[src/hw/pstr_pkg.sv]
package pstr_pkg;
  // widths
  localparam int PC_W = 10;
  localparam int DA_W = 7;
  localparam int DATA_W = 8;
  localparam int WORD_W = 14;
  localparam int RAM_AW = 5;
  localparam int RAM_WORDS = 32;
  // instruction cycle phases
  localparam logic [1:0] PHASE_FIRST = 2'h0;
  localparam logic [1:0] PHASE_LAST = 2'h3;
  // data memory map
  localparam logic [6:0] ADDR_INDIRECT = 7'h00;
  localparam logic [6:0] ADDR_MEM_PTR = 7'h01;
  localparam logic [6:0] ADDR_ACC = 7'h05;
  localparam logic [6:0] ADDR_PC_LOW = 7'h06;
  localparam logic [6:0] ADDR_TBL_PTR = 7'h07;
  localparam logic [6:0] ADDR_TBL_HIGH = 7'h08;
  localparam logic [6:0] ADDR_RAM_LO = 7'h20;
  localparam logic [6:0] ADDR_RAM_HI = 7'h3F;
  // reset and read-back values
  localparam logic [9:0] PC_RESET = 10'h000;
  localparam logic [6:0] MEM_PTR_RESET = 7'h00;
  localparam logic [7:0] BYTE_RESET = 8'h00;
  localparam logic [5:0] TBL_HIGH_RESET = 6'h00;
  localparam logic [7:0] READ_ZERO = 8'h00;
  localparam logic MEM_PTR_TOP_READ = 1'h1;
  localparam logic [1:0] TBL_HIGH_PAD = 2'h0;
  localparam logic [1:0] LAST_PAGE = 2'h3;
  localparam logic [7:0] BIT_ONE = 8'h01;
  localparam logic [7:0] BYTE_ONE = 8'h01;
  localparam logic [9:0] PC_STEP = 10'h001;
  // instruction fields
  localparam int OP_HI = 13;
  localparam int OP_LO = 10;
  localparam int BIT_HI = 9;
  localparam int BIT_LO = 7;
  // opcodes
  typedef enum logic [3:0] {
    OP_NOP = 4'h0,
    OP_JMP = 4'h1,
    OP_CALL = 4'h2,
    OP_RETURN = 4'h3,
    OP_TRDC = 4'h4,
    OP_TRDL = 4'h5,
    OP_LDI = 4'h6,
    OP_STA = 4'h7,
    OP_LDM = 4'h8,
    OP_SET = 4'h9,
    OP_CLR = 4'hA,
    OP_SKS = 4'hB,
    OP_SKC = 4'hC,
    OP_SIZ = 4'hD
  } pstr_op_t;
endpackage

[src/hw/pstr_phase_gen.sv]
`timescale 1ns/100ps
module pstr_phase_gen (
  input wire logic clk,
  input wire logic rst,
  output logic [1:0] phase,
  output logic cyc_end
);
  // four system clocks make one instruction cycle
  always_ff @(posedge clk) begin
    if (rst) begin
      phase <= pstr_pkg::PHASE_FIRST;
    end else begin
      phase <= phase + 2'h1;
    end
  end

  // one-clock enable on the last phase
  assign cyc_end = (phase == pstr_pkg::PHASE_LAST);
endmodule

[src/hw/pstr_data_mem.sv]
`timescale 1ns/100ps
module pstr_data_mem (
  input wire logic clk,
  input wire logic wr_en,
  input wire logic [4:0] wr_addr,
  input wire logic [7:0] wr_data,
  input wire logic [4:0] rd_addr,
  output logic [7:0] rd_data
);
  logic [7:0] mem [pstr_pkg::RAM_WORDS];

  // general purpose bytes, written at cycle end
  always_ff @(posedge clk) begin
    if (wr_en) begin
      mem[wr_addr] <= wr_data;
    end
  end

  assign rd_data = mem[rd_addr];
endmodule

[src/hw/pstr_sequencer.sv]
`timescale 1ns/100ps
module pstr_sequencer (
  input wire logic REF_CLK,
  input wire logic SYS_RST,
  input wire logic [13:0] PM_DATA,
  output logic [9:0] PM_ADDR,
  output logic [1:0] PHASE,
  output logic CYCLE_END,
  output logic [9:0] PROGRAM_COUNTER,
  output logic [7:0] ACCUMULATOR,
  output logic STACK_FULL
);
  logic [1:0] phase;
  logic cyc_end;
  logic [9:0] pc;
  logic [9:0] pm_addr;
  logic [13:0] ir;
  logic ir_valid;
  logic tbl_cycle;
  logic [6:0] tbl_dest;
  logic [9:0] stack;
  logic stack_index;
  logic [6:0] memory_pointer;
  logic [7:0] table_pointer;
  logic [5:0] table_high_byte;
  logic [7:0] acc;
  pstr_pkg::pstr_op_t op;
  logic exec;
  logic [6:0] src_addr;
  logic [6:0] eff_addr;
  logic null_ind;
  logic in_ram;
  logic [7:0] ram_rd;
  logic [7:0] rd_byte;
  logic [7:0] bit_mask;
  logic [7:0] inc_byte;
  logic do_wr;
  logic [7:0] wr_byte;
  logic do_jump;
  logic [9:0] jump_tgt;
  logic do_skip;
  logic do_push;
  logic do_pop;
  logic acc_ld;
  logic [7:0] acc_val;
  logic tbl_start;
  logic [9:0] tbl_addr;
  logic wr_eff;
  logic pcl_jump;
  logic flush;
  logic [9:0] next_pc;
  logic [9:0] next_pm_addr;
  logic ram_we;

  pstr_phase_gen u_phase (
    .clk(REF_CLK),
    .rst(SYS_RST),
    .phase(phase),
    .cyc_end(cyc_end)
  );

  pstr_data_mem u_ram (
    .clk(REF_CLK),
    .wr_en(ram_we),
    .wr_addr(eff_addr[4:0]),
    .wr_data(wr_byte),
    .rd_addr(eff_addr[4:0]),
    .rd_data(ram_rd)
  );

  // decode of the word held in the execute stage
  assign op = pstr_pkg::pstr_op_t'(ir[pstr_pkg::OP_HI:pstr_pkg::OP_LO]);
  assign exec = ir_valid && !tbl_cycle;
  assign bit_mask = pstr_pkg::BIT_ONE << ir[pstr_pkg::BIT_HI:pstr_pkg::BIT_LO];

  // operand address, with 00H redirected through the pointer
  assign src_addr = tbl_cycle ? tbl_dest : ir[6:0];
  assign eff_addr = (src_addr == pstr_pkg::ADDR_INDIRECT) ?
                    memory_pointer : src_addr;
  assign null_ind = (src_addr == pstr_pkg::ADDR_INDIRECT) &&
                    (memory_pointer == pstr_pkg::ADDR_INDIRECT);
  assign in_ram = (eff_addr >= pstr_pkg::ADDR_RAM_LO) &&
                  (eff_addr <= pstr_pkg::ADDR_RAM_HI);

  // data memory read mux
  always_comb begin
    rd_byte = pstr_pkg::READ_ZERO;
    if (!null_ind) begin
      case (eff_addr)
        pstr_pkg::ADDR_MEM_PTR: begin
          rd_byte = {pstr_pkg::MEM_PTR_TOP_READ, memory_pointer};
        end
        pstr_pkg::ADDR_ACC: begin
          rd_byte = acc;
        end
        pstr_pkg::ADDR_PC_LOW: begin
          rd_byte = pc[7:0];
        end
        pstr_pkg::ADDR_TBL_PTR: begin
          rd_byte = table_pointer;
        end
        pstr_pkg::ADDR_TBL_HIGH: begin
          rd_byte = {pstr_pkg::TBL_HIGH_PAD, table_high_byte};
        end
        default: begin
          rd_byte = in_ram ? ram_rd : pstr_pkg::READ_ZERO;
        end
      endcase
    end
  end

  assign inc_byte = rd_byte + pstr_pkg::BYTE_ONE;

  // execute stage: one action per instruction cycle
  always_comb begin
    do_wr = 1'b0;
    wr_byte = rd_byte;
    do_jump = 1'b0;
    jump_tgt = ir[9:0];
    do_skip = 1'b0;
    do_push = 1'b0;
    do_pop = 1'b0;
    acc_ld = 1'b0;
    acc_val = acc;
    tbl_start = 1'b0;
    if (tbl_cycle) begin
      do_wr = 1'b1;
      wr_byte = PM_DATA[7:0];
    end else if (exec) begin
      unique case (op)
        pstr_pkg::OP_JMP: begin
          do_jump = 1'b1;
        end
        pstr_pkg::OP_CALL: begin
          do_jump = 1'b1;
          do_push = 1'b1;
        end
        pstr_pkg::OP_RETURN: begin
          do_jump = 1'b1;
          do_pop = 1'b1;
          jump_tgt = stack;
        end
        pstr_pkg::OP_TRDC, pstr_pkg::OP_TRDL: begin
          tbl_start = 1'b1;
        end
        pstr_pkg::OP_LDI: begin
          acc_ld = 1'b1;
          acc_val = ir[7:0];
        end
        pstr_pkg::OP_STA: begin
          do_wr = 1'b1;
          wr_byte = acc;
        end
        pstr_pkg::OP_LDM: begin
          acc_ld = 1'b1;
          acc_val = rd_byte;
        end
        pstr_pkg::OP_SET: begin
          do_wr = 1'b1;
          wr_byte = rd_byte | bit_mask;
        end
        pstr_pkg::OP_CLR: begin
          do_wr = 1'b1;
          wr_byte = rd_byte & ~bit_mask;
        end
        pstr_pkg::OP_SKS: begin
          do_skip = |(rd_byte & bit_mask);
        end
        pstr_pkg::OP_SKC: begin
          do_skip = ~|(rd_byte & bit_mask);
        end
        pstr_pkg::OP_SIZ: begin
          do_wr = 1'b1;
          wr_byte = inc_byte;
          do_skip = (inc_byte == pstr_pkg::READ_ZERO);
        end
        default: begin
        end
      endcase
    end
  end

  // a write lands only where something is really mapped
  assign wr_eff = do_wr && !null_ind;
  assign pcl_jump = wr_eff && (eff_addr == pstr_pkg::ADDR_PC_LOW);
  // ram takes its byte only at cycle end and only inside its window
  assign ram_we = cyc_end && wr_eff && in_ram;

  // table address: current page or forced last page
  assign tbl_addr = (op == pstr_pkg::OP_TRDL) ?
                    {pstr_pkg::LAST_PAGE, table_pointer} :
                    {pc[9:8], table_pointer};

  // any transfer of control discards the prefetched word
  assign flush = pcl_jump || do_jump || do_skip;

  // next program counter
  always_comb begin
    if (pcl_jump) begin
      next_pc = {pc[9:8], wr_byte};
    end else if (do_jump) begin
      next_pc = jump_tgt;
    end else if (!tbl_cycle) begin
      next_pc = pc + pstr_pkg::PC_STEP;
    end else begin
      next_pc = pc;
    end
  end

  // table cycle borrows the program memory port for one cycle
  assign next_pm_addr = tbl_start ? tbl_addr : next_pc;

  // program counter and memory address
  always_ff @(posedge REF_CLK) begin
    if (SYS_RST) begin
      pc <= pstr_pkg::PC_RESET;
      pm_addr <= pstr_pkg::PC_RESET;
    end else if (cyc_end) begin
      pc <= next_pc;
      pm_addr <= next_pm_addr;
    end
  end

  // fetch register and pipeline validity
  always_ff @(posedge REF_CLK) begin
    if (SYS_RST) begin
      ir <= {pstr_pkg::WORD_W{1'b0}};
      ir_valid <= 1'b0;
    end else if (cyc_end) begin
      if (!tbl_cycle) begin
        ir <= PM_DATA;
      end
      ir_valid <= !flush;
    end
  end

  // table read second cycle
  always_ff @(posedge REF_CLK) begin
    if (SYS_RST) begin
      tbl_cycle <= 1'b0;
      tbl_dest <= pstr_pkg::ADDR_INDIRECT;
    end else if (cyc_end) begin
      tbl_cycle <= tbl_start;
      if (tbl_start) begin
        tbl_dest <= ir[6:0];
      end
    end
  end

  // table high byte, loaded only by a table read
  always_ff @(posedge REF_CLK) begin
    if (SYS_RST) begin
      table_high_byte <= pstr_pkg::TBL_HIGH_RESET;
    end else if (cyc_end && tbl_cycle) begin
      table_high_byte <= PM_DATA[13:8];
    end
  end

  // software-visible pointers
  always_ff @(posedge REF_CLK) begin
    if (SYS_RST) begin
      memory_pointer <= pstr_pkg::MEM_PTR_RESET;
      table_pointer <= pstr_pkg::BYTE_RESET;
    end else if (cyc_end && wr_eff) begin
      if (eff_addr == pstr_pkg::ADDR_MEM_PTR) begin
        memory_pointer <= wr_byte[6:0];
      end
      if (eff_addr == pstr_pkg::ADDR_TBL_PTR) begin
        table_pointer <= wr_byte;
      end
    end
  end

  // accumulator, also mapped into data memory
  always_ff @(posedge REF_CLK) begin
    if (SYS_RST) begin
      acc <= pstr_pkg::BYTE_RESET;
    end else if (cyc_end) begin
      if (acc_ld) begin
        acc <= acc_val;
      end else if (wr_eff && eff_addr == pstr_pkg::ADDR_ACC) begin
        acc <= wr_byte;
      end
    end
  end

  // one-level return stack, hidden from data memory
  always_ff @(posedge REF_CLK) begin
    if (SYS_RST) begin
      stack <= pstr_pkg::PC_RESET;
      stack_index <= 1'b0;
    end else if (cyc_end) begin
      if (do_push) begin
        stack <= pc;
        stack_index <= 1'b1;
      end else if (do_pop) begin
        stack_index <= 1'b0;
      end
    end
  end

  // status outputs
  always_ff @(posedge REF_CLK) begin
    if (SYS_RST) begin
      PROGRAM_COUNTER <= pstr_pkg::PC_RESET;
      ACCUMULATOR <= pstr_pkg::BYTE_RESET;
      STACK_FULL <= 1'b0;
    end else begin
      PROGRAM_COUNTER <= pc;
      ACCUMULATOR <= acc;
      STACK_FULL <= stack_index;
    end
  end

  assign PM_ADDR = pm_addr;
  assign PHASE = phase;
  assign CYCLE_END = cyc_end;
endmodule

[config.mk]
export PLATFORM = sky130hd
export DESIGN_NAME = pstr_sequencer
export DESIGN_NICKNAME = d
export VERILOG_FILES = /design/src/hw/pstr_pkg.sv /design/src/hw/pstr_phase_gen.sv /design/src/hw/pstr_data_mem.sv /design/src/hw/pstr_sequencer.sv
export SDC_FILE = /design/constraint.sdc
export NUM_CORES = 1
export LEC_CHECK = 0
export BUFFER_PORTS_ARGS = -buffer_cell sky130_fd_sc_hd__clkbuf_2
export CAP_MARGIN = 30
export CORE_MARGIN = 2
export CORE_UTILIZATION = 56
export CTS_CLUSTER_SIZE = 8
export DETAILED_ROUTE_END_ITERATION = 6
export MAX_ROUTING_LAYER = met4
export PLACE_DENSITY = 0.79
export SLEW_MARGIN = 15
export SYNTH_ARGS = -nofsm -noshare
export SYNTH_HDL_FRONTEND = slang
export SYNTH_SLANG_ARGS = --single-unit
[constraint.sdc]
create_clock -name REF_CLK -period 5 [get_ports REF_CLK]
set_input_delay 0.25 -clock REF_CLK [delete_from_list [all_inputs] [get_ports REF_CLK]]
set_output_delay 0.25 -clock REF_CLK [all_outputs]
set_load 0.05 [all_outputs]
Word level (Yosys, flattened, before mapping). Memories as Yosys holds them, arrays and structs flattened. Cells that the tools add are included.

Memories kept: 1. Input bits: 16. Word-level logic and storage cells: 128. Register bits after elaboration: 104. Output and inout port bits: 32. Bits in writable memories: 256.

Memory list: u_ram.mem (depth 32, width 8, read ports 1, clocked after memory_dff 0, wr ports 1, line pstr_data_mem.sv:10) `logic [7:0] mem [pstr_pkg::RAM_WORDS];`.

$add $sub $neg: 3. Order comparisons: 2. Shift-type cells: 1. Eq/ne operators: 22. Mux-type cells: 46. Bitwise gates (word level): 5. Reduce and logical (&&, ||, !) cells: 32.

Operator list (number): 10-bit two-way mux (8); 8-bit two-way mux (8); 8-bit one-hot mux with 5 select lines (1); 8-bit one-hot mux with 4 select lines (1); 4-bit equality test (second input constant) (6); 1-bit two-way mux (24); 7-bit by 3-bit equality test with 1-bit output (second input constant) (3); 8-bit bitwise AND (2); 4-bit by 3-bit equality test with 1-bit output (second input constant) (4); 8-bit one-hot mux with 2 select lines (1); 7-bit zero test (2); 7-bit two-way mux (2); 2-bit AND reduction (6); 10-bit by 1-bit adder with 10-bit output (second input constant) (1); 1-bit logical AND (9); 8-bit by 1-bit adder with 8-bit output (second input constant) (1); 4-bit by 2-bit equality test with 1-bit output (second input constant) (2); 8-bit zero test (1); 8-bit inverter (1); 8-bit bitwise OR (1); 8-bit OR reduction (1); 1-bit by 3-bit << shifter with 8-bit output (first input constant) (1); 7-bit by 1-bit equality test with 1-bit output (second input constant) (1); 7-bit by 4-bit equality test with 1-bit output (second input constant) (1); other kinds (16) (23).

Depth between registers and ports, before layout.
Depth in word-level cells: 16. Mapped depth: 23. Mapped depth without buffers: 17.

Hierarchy. From an unflattened synthesis, not the netlist that was laid out.

Cell total of the unflattened synthesis: 1184. Area total of the unflattened synthesis: 16067.9 um2.

By module, submodules not included: pstr_data_mem (area each 9893.2 um2, instances 1, cells an instance 409); pstr_sequencer (area each 6112.1 um2, instances 1, cells an instance 770); pstr_phase_gen (area each 62.6 um2, instances 1, cells an instance 5).

Worst setup path after synthesis. OpenSTA, ideal clock, no wires.

Path type: register to register. From: register ir[6]. To: register pc[2]. Slack: -0.104 ns. Arrival: 5.013 ns. Cell stages (with the launch flop): 20. Cell sequence: dfxtp_1 > or4_4 > or4_1 > buf_6 > a21o_1 > buf_2 > buf_6 > a221oi_1 > a31oi_1 > a2bb2oi_1 > a21oi_1 > o211ai_2 > ha_1 > and4_1 > a31oi_1 > nand2_1 > o2bb2ai_1 > o21ai_1 > nand2_1 > a311oi_1.

Cells in the longest elaborated chain, start to end: 13. Elaborated cells on any way between the ends: 26.

RTL lines: start: declaration (line pstr_sequencer.sv:17) `logic [13:0] ir;`; start signal: assignment (line pstr_sequencer.sv:227) `ir <= {pstr_pkg::WORD_W{1'b0}};`; 7-bit two-way mux * (line pstr_sequencer.sv:77) `assign src_addr = tbl_cycle ? tbl_dest : ir[6:0];`; 7-bit zero test (line pstr_sequencer.sv:78, pstr_sequencer.sv:80); 7-bit two-way mux (line pstr_sequencer.sv:78) `assign eff_addr = (src_addr == pstr_pkg::ADDR_INDIRECT) ?`; 7-bit by 6-bit greater-or-equal comparator with 1-bit output or 7-bit by 6-bit less-or-equal comparator with 1-bit output (tied branches) (line pstr_sequencer.sv:82, pstr_sequencer.sv:83); 1-bit logical AND (line pstr_sequencer.sv:82) `assign in_ram = (eff_addr >= pstr_pkg::ADDR_RAM_LO) &&`; 8-bit two-way mux (line pstr_sequencer.sv:106) `rd_byte = in_ram ? ram_rd : pstr_pkg::READ_ZERO;`; 8-bit one-hot mux with 5 select lines (line pstr_sequencer.sv:89) `case (eff_addr)`; 8-bit two-way mux * (line pstr_sequencer.sv:88) `if (!null_ind) begin`; 8-bit by 1-bit adder with 8-bit output, or another cell as far along (line pstr_sequencer.sv:112) `assign inc_byte = rd_byte + pstr_pkg::BYTE_ONE;`; 8-bit one-hot mux with 4 select lines (line pstr_sequencer.sv:130) `unique case (op)`; 8-bit two-way mux * (line pstr_sequencer.sv:129) `end else if (exec) begin`; 8-bit two-way mux * (line pstr_sequencer.sv:126) `if (tbl_cycle) begin`; net u_ram.wr_data[2] (line pstr_data_mem.sv:6) `input wire logic [7:0] wr_data,`; 10-bit two-way mux * (line pstr_sequencer.sv:199) `if (pcl_jump) begin`; end signal: assignment (line pstr_sequencer.sv:216) `pc <= pstr_pkg::PC_RESET;`; end signal: assignment (line pstr_sequencer.sv:219) `pc <= next_pc;`; end: declaration (line pstr_sequencer.sv:15) `logic [9:0] pc;`.

The timed path passes the listed nets; every way through them passes the cells marked *. A chain may end at the register's enable or synchronous reset.

Final worst setup path.
From: register ir[6]. To: memory u_ram.mem[26][7], data pin.

Cells in the longest elaborated chain, start to end: 12. Elaborated cells on any way between the ends: 22.

RTL lines (line): 7-bit two-way mux * (pstr_sequencer.sv:77); 7-bit zero test (pstr_sequencer.sv:78, pstr_sequencer.sv:80); 7-bit two-way mux (pstr_sequencer.sv:78); 7-bit by 6-bit greater-or-equal comparator with 1-bit output or 7-bit by 6-bit less-or-equal comparator with 1-bit output (tied branches) (pstr_sequencer.sv:82, pstr_sequencer.sv:83); 1-bit logical AND (pstr_sequencer.sv:82); 8-bit two-way mux (pstr_sequencer.sv:106); 8-bit one-hot mux with 5 select lines (pstr_sequencer.sv:89); 8-bit two-way mux * (pstr_sequencer.sv:88); 8-bit by 1-bit adder with 8-bit output, or another cell as far along (pstr_sequencer.sv:112); 8-bit one-hot mux with 4 select lines (pstr_sequencer.sv:130); 8-bit two-way mux * (pstr_sequencer.sv:129); 8-bit two-way mux * (pstr_sequencer.sv:126); net u_ram.wr_data[7] (pstr_data_mem.sv:6); end: declaration (pstr_data_mem.sv:10).

Marked as above.

==> metrics.cfg <==
[outcome]
status=complete, no violations

[power]
power_w=0.00675
ir_drop_uv=300
power_leakage_nw=6.73
power_density_nw_per_um2=342

[floorplanning]
num_rows=63
start_util_pct=56.5
fp.dieH_um=177
dieArea_um2=31200
ios=48
coreArea_um2=29500
die_w_um=177

[worst_setup_path]
cp_data_arrival_time_ns=5.22
cp.required_ns=5.29
worstSetupPathType=reg -> reg
start_kind=flop
critPathMaxFanout=24
end_kind=flop
rr_worst_depth=15

[clock_network]
clock-sinks=360
cts_tree=done
clkSlewWorstSetupHoldPaths_ns=0.05
clk_latency_ns=0.57
cts_root_buf=clkbuf_16
clockBufferDepth=3
htreeDepth=2
cts_buffers=51

[drt]
via_per_inst=6.90
routed-via-count=14200
firstDrtPassIters=7
drcViolationCount=0
detail-route-antenna-nets=0
drt_wl_total_um=58300
avgRoutedWirePerCell_um=28.3
drt_iter0_drc=2088

[place]
io_buffers=47
dpl_cell_area_um2=18100
dp.cells=1962
gp_congestion=0.995
dp_hpwl_um=39400

[logic_synthesis]
synth_ff_type=edfxtp_1
avgSynthCellArea_um2=11.1
yosysTopAreaCellShare_pct=46.1
syn_area_um2=16700
yosys-top-cells-area=edfxtp_1 46%, dfxtp_1 12%, nand2_1 4.0%
muxShareOfSynthArea_pct=3.63
yosysSeqAreaShare_pct=58.6
synth_fa_ha_area_share_pct=0.225
yosys.area.top_type=edfxtp_1
synth_fp_nets=1522
yosys.area_share.simple_pct=15.0
async_flop_share_pct=0
ys_ff_latch=360
synth_edf_count=256
synth_xor_area_share_pct=0.473
yosys_warnings=0
synth_compound_area_share_pct=18.9
synthCells=1503
synth_top_family_by_area=compound AO/OA/AOI/OAI gates
synth_cell_types=94

[finish]
final_cell_count_no_fill=2057
fin_area_um2=19800
areaGrowthSynthToFinish_pct=18.6
nFillCells=2221
final_nets=1661
finish.utilization_pct=67.0
drive_gt1_share_pct=17.9

[sta]
finalSetupViolCount=0
fin_crit_ns=4.93
max_clock_freq_mhz=203
worstMarginPinSlew_ns=0.969
fin_skew_ns=0.0288
hold_viol=0
rsz0062_at_grt=false
fin_crit_sh_pct=98.6
max_slew_margin_pct=35.2
maxSlewViolCount=0
setup_tns_ns=0

[global_routing]
antenna_found_initial=1
gr-usage-met3_pct=5.88
grt_start_max_net_pins=103
grt_usage_pct=38.5
grt_util_met1_pct=52.9
grt_pass1_vias=13500
grt_pass1_wl_um=85700
met2_usage_pct=58.9
gr-max-usage-layer=met2
gr-total-overflow=0

[run]
maxCapViolCount=0

[hold_path]
hold_depth=3
hold_path_class=in -> reg

[per-stage QoR]
stage,setup slack (ns),hold WS (ns)
floorplan,0.137,0.333
global placement,0.0467,0.412
detailed placement,-0.000155,0.431
CTS,0.0134,0.0275
global route,0.0518,0.0470
finish,0.0694,0.0594
[metal layers]
metal	up-vias	share of wire (%)
met3	191	11
li1	6091	-
met4	0	4.1
met2	1053	46
met1	6856	39
met5	-	0
[path summary, 6_finish.rpt]
path / slack [ns] / endpoint / from
max: 0.07 / u_ram.mem[26][7] / ir[6]
min: 0.06 / ir[5] / PM_DATA[5]
max reg2reg: 0.07 / u_ram.mem[26][7] / ir[6]
min reg2reg: 0.44 / u_phase.phase[0] / u_phase.phase[0]
[synthesized netlist by cell type (5+ instances only)]
cell type	n
a2111oi_0	19
a211oi_1	33
a21oi_1	68
a221o_1	13
a221oi_1	29
a22o_1	5
a22oi_1	14
a311oi_1	17
a31oi_1	22
a32oi_1	5
and2_1	6
and3_1	45
buf_1	6
buf_2	16
buf_4	9
clkbuf_1	73
dfxtp_1	104
edfxtp_1	256
inv_1	11
mux2_2	12
mux2i_1	47
nand2_1	178
nand2b_1	10
nand3_1	63
nand3b_1	9
nand4_1	7
nor2_1	131
nor2b_1	23
nor3_1	17
nor4_1	5
o2111ai_1	10
o211ai_1	18
o21ai_0	55
o21ai_1	11
o221a_2	5
o221ai_1	7
o22a_1	5
o22ai_1	18
o32ai_1	5
or3_1	12
xnor2_1	6
[area by class of cell]
class | instances | area (um^2) | area share [%]
inverter | 11 | 41.3 | 0.209
clock buffer | 73 | 1360 | 6.88
multi-input combinational | 1023 | 6470 | 32.7
sequential | 360 | 9770 | 49.5
timing repair buffer | 195 | 1570 | 7.95
tap | 390 | 488 | 2.47
clock inverter | 4 | 57.6 | 0.291
antenna | 1 | 2.50 | 0.0127
[layout by cell type, fill, tap and decap left out, types with 45 or more instances in the layout]
master and n:
edfxtp_1 256, nand2_1 177, nor2_1 129, buf_4 121
dfxtp_1 103, a21oi_1 67, nand3_1 62, o21ai_0 55
clkbuf_16 51, mux2i_1 46, clkbuf_2 46, and3_1 45
[state kept, by name (all words and copies together), names as in the netlist]
register         cells
pc                  10
tbl_cycle            1
PM_ADDR             10
stack_index          1
table_high_byte      6
table_pointer        8
tbl_dest             7
PROGRAM_COUNTER     10
ir_valid             1
STACK_FULL           1
ir                  14
acc                  8
u_ram.mem          256
stack               10
ACCUMULATOR          8
u_phase.phase        2
memory_pointer       7
[where the power goes]
| part | leakage (nW) | internal (W) | switching (W) |
|---|---|---|---|
| Combinational | 2.84 | 0.000148 | 0.000295 |
| Sequential | 3.21 | 0.00319 | 0.0000233 |
| Clock | 0.682 | 0.00186 | 0.00124 |
[worst max-delay path: stages (launching register included)]
cell and delay [ns]:
dfxtp_1 0.31, or4_4 0.57, or4_4 0.49, a21o_1 0.24, nand2_4 0.27, buf_4 0.21, a21oi_1 0.08, o21ai_0 0.46
o211ai_1 0.26, o211ai_2 0.25, buf_4 0.22, nand3_2 0.23, o311a_1 0.42, nor2_1 0.28, inv_1 0.16, buf_12 0.19
[what timing repair did]
item                                    CTS  global route
pin swaps                                 0             2
endpoints found under the setup margin   88           120
buffers inserted                          0             4
hold buffers                             11             0
gates resized for setup                   2            12
hold endpoints to repair                 17             0
[cell families (layout without fill, tap and decap cells)]
kind of cell             count (synthesis)  count (layout)
buffers and inverters                  120             283
other                                    0               1
AO/OA/AOI/OAI                          424             424
adder cells (fa/ha/maj)                  3               3
AND/OR/NAND/NOR                        528             528
XOR/XNOR                                 9               9
flip-flops                             360             360
multiplexers                            59              59
Note: power is estimated with default switching activity, not from simulation.
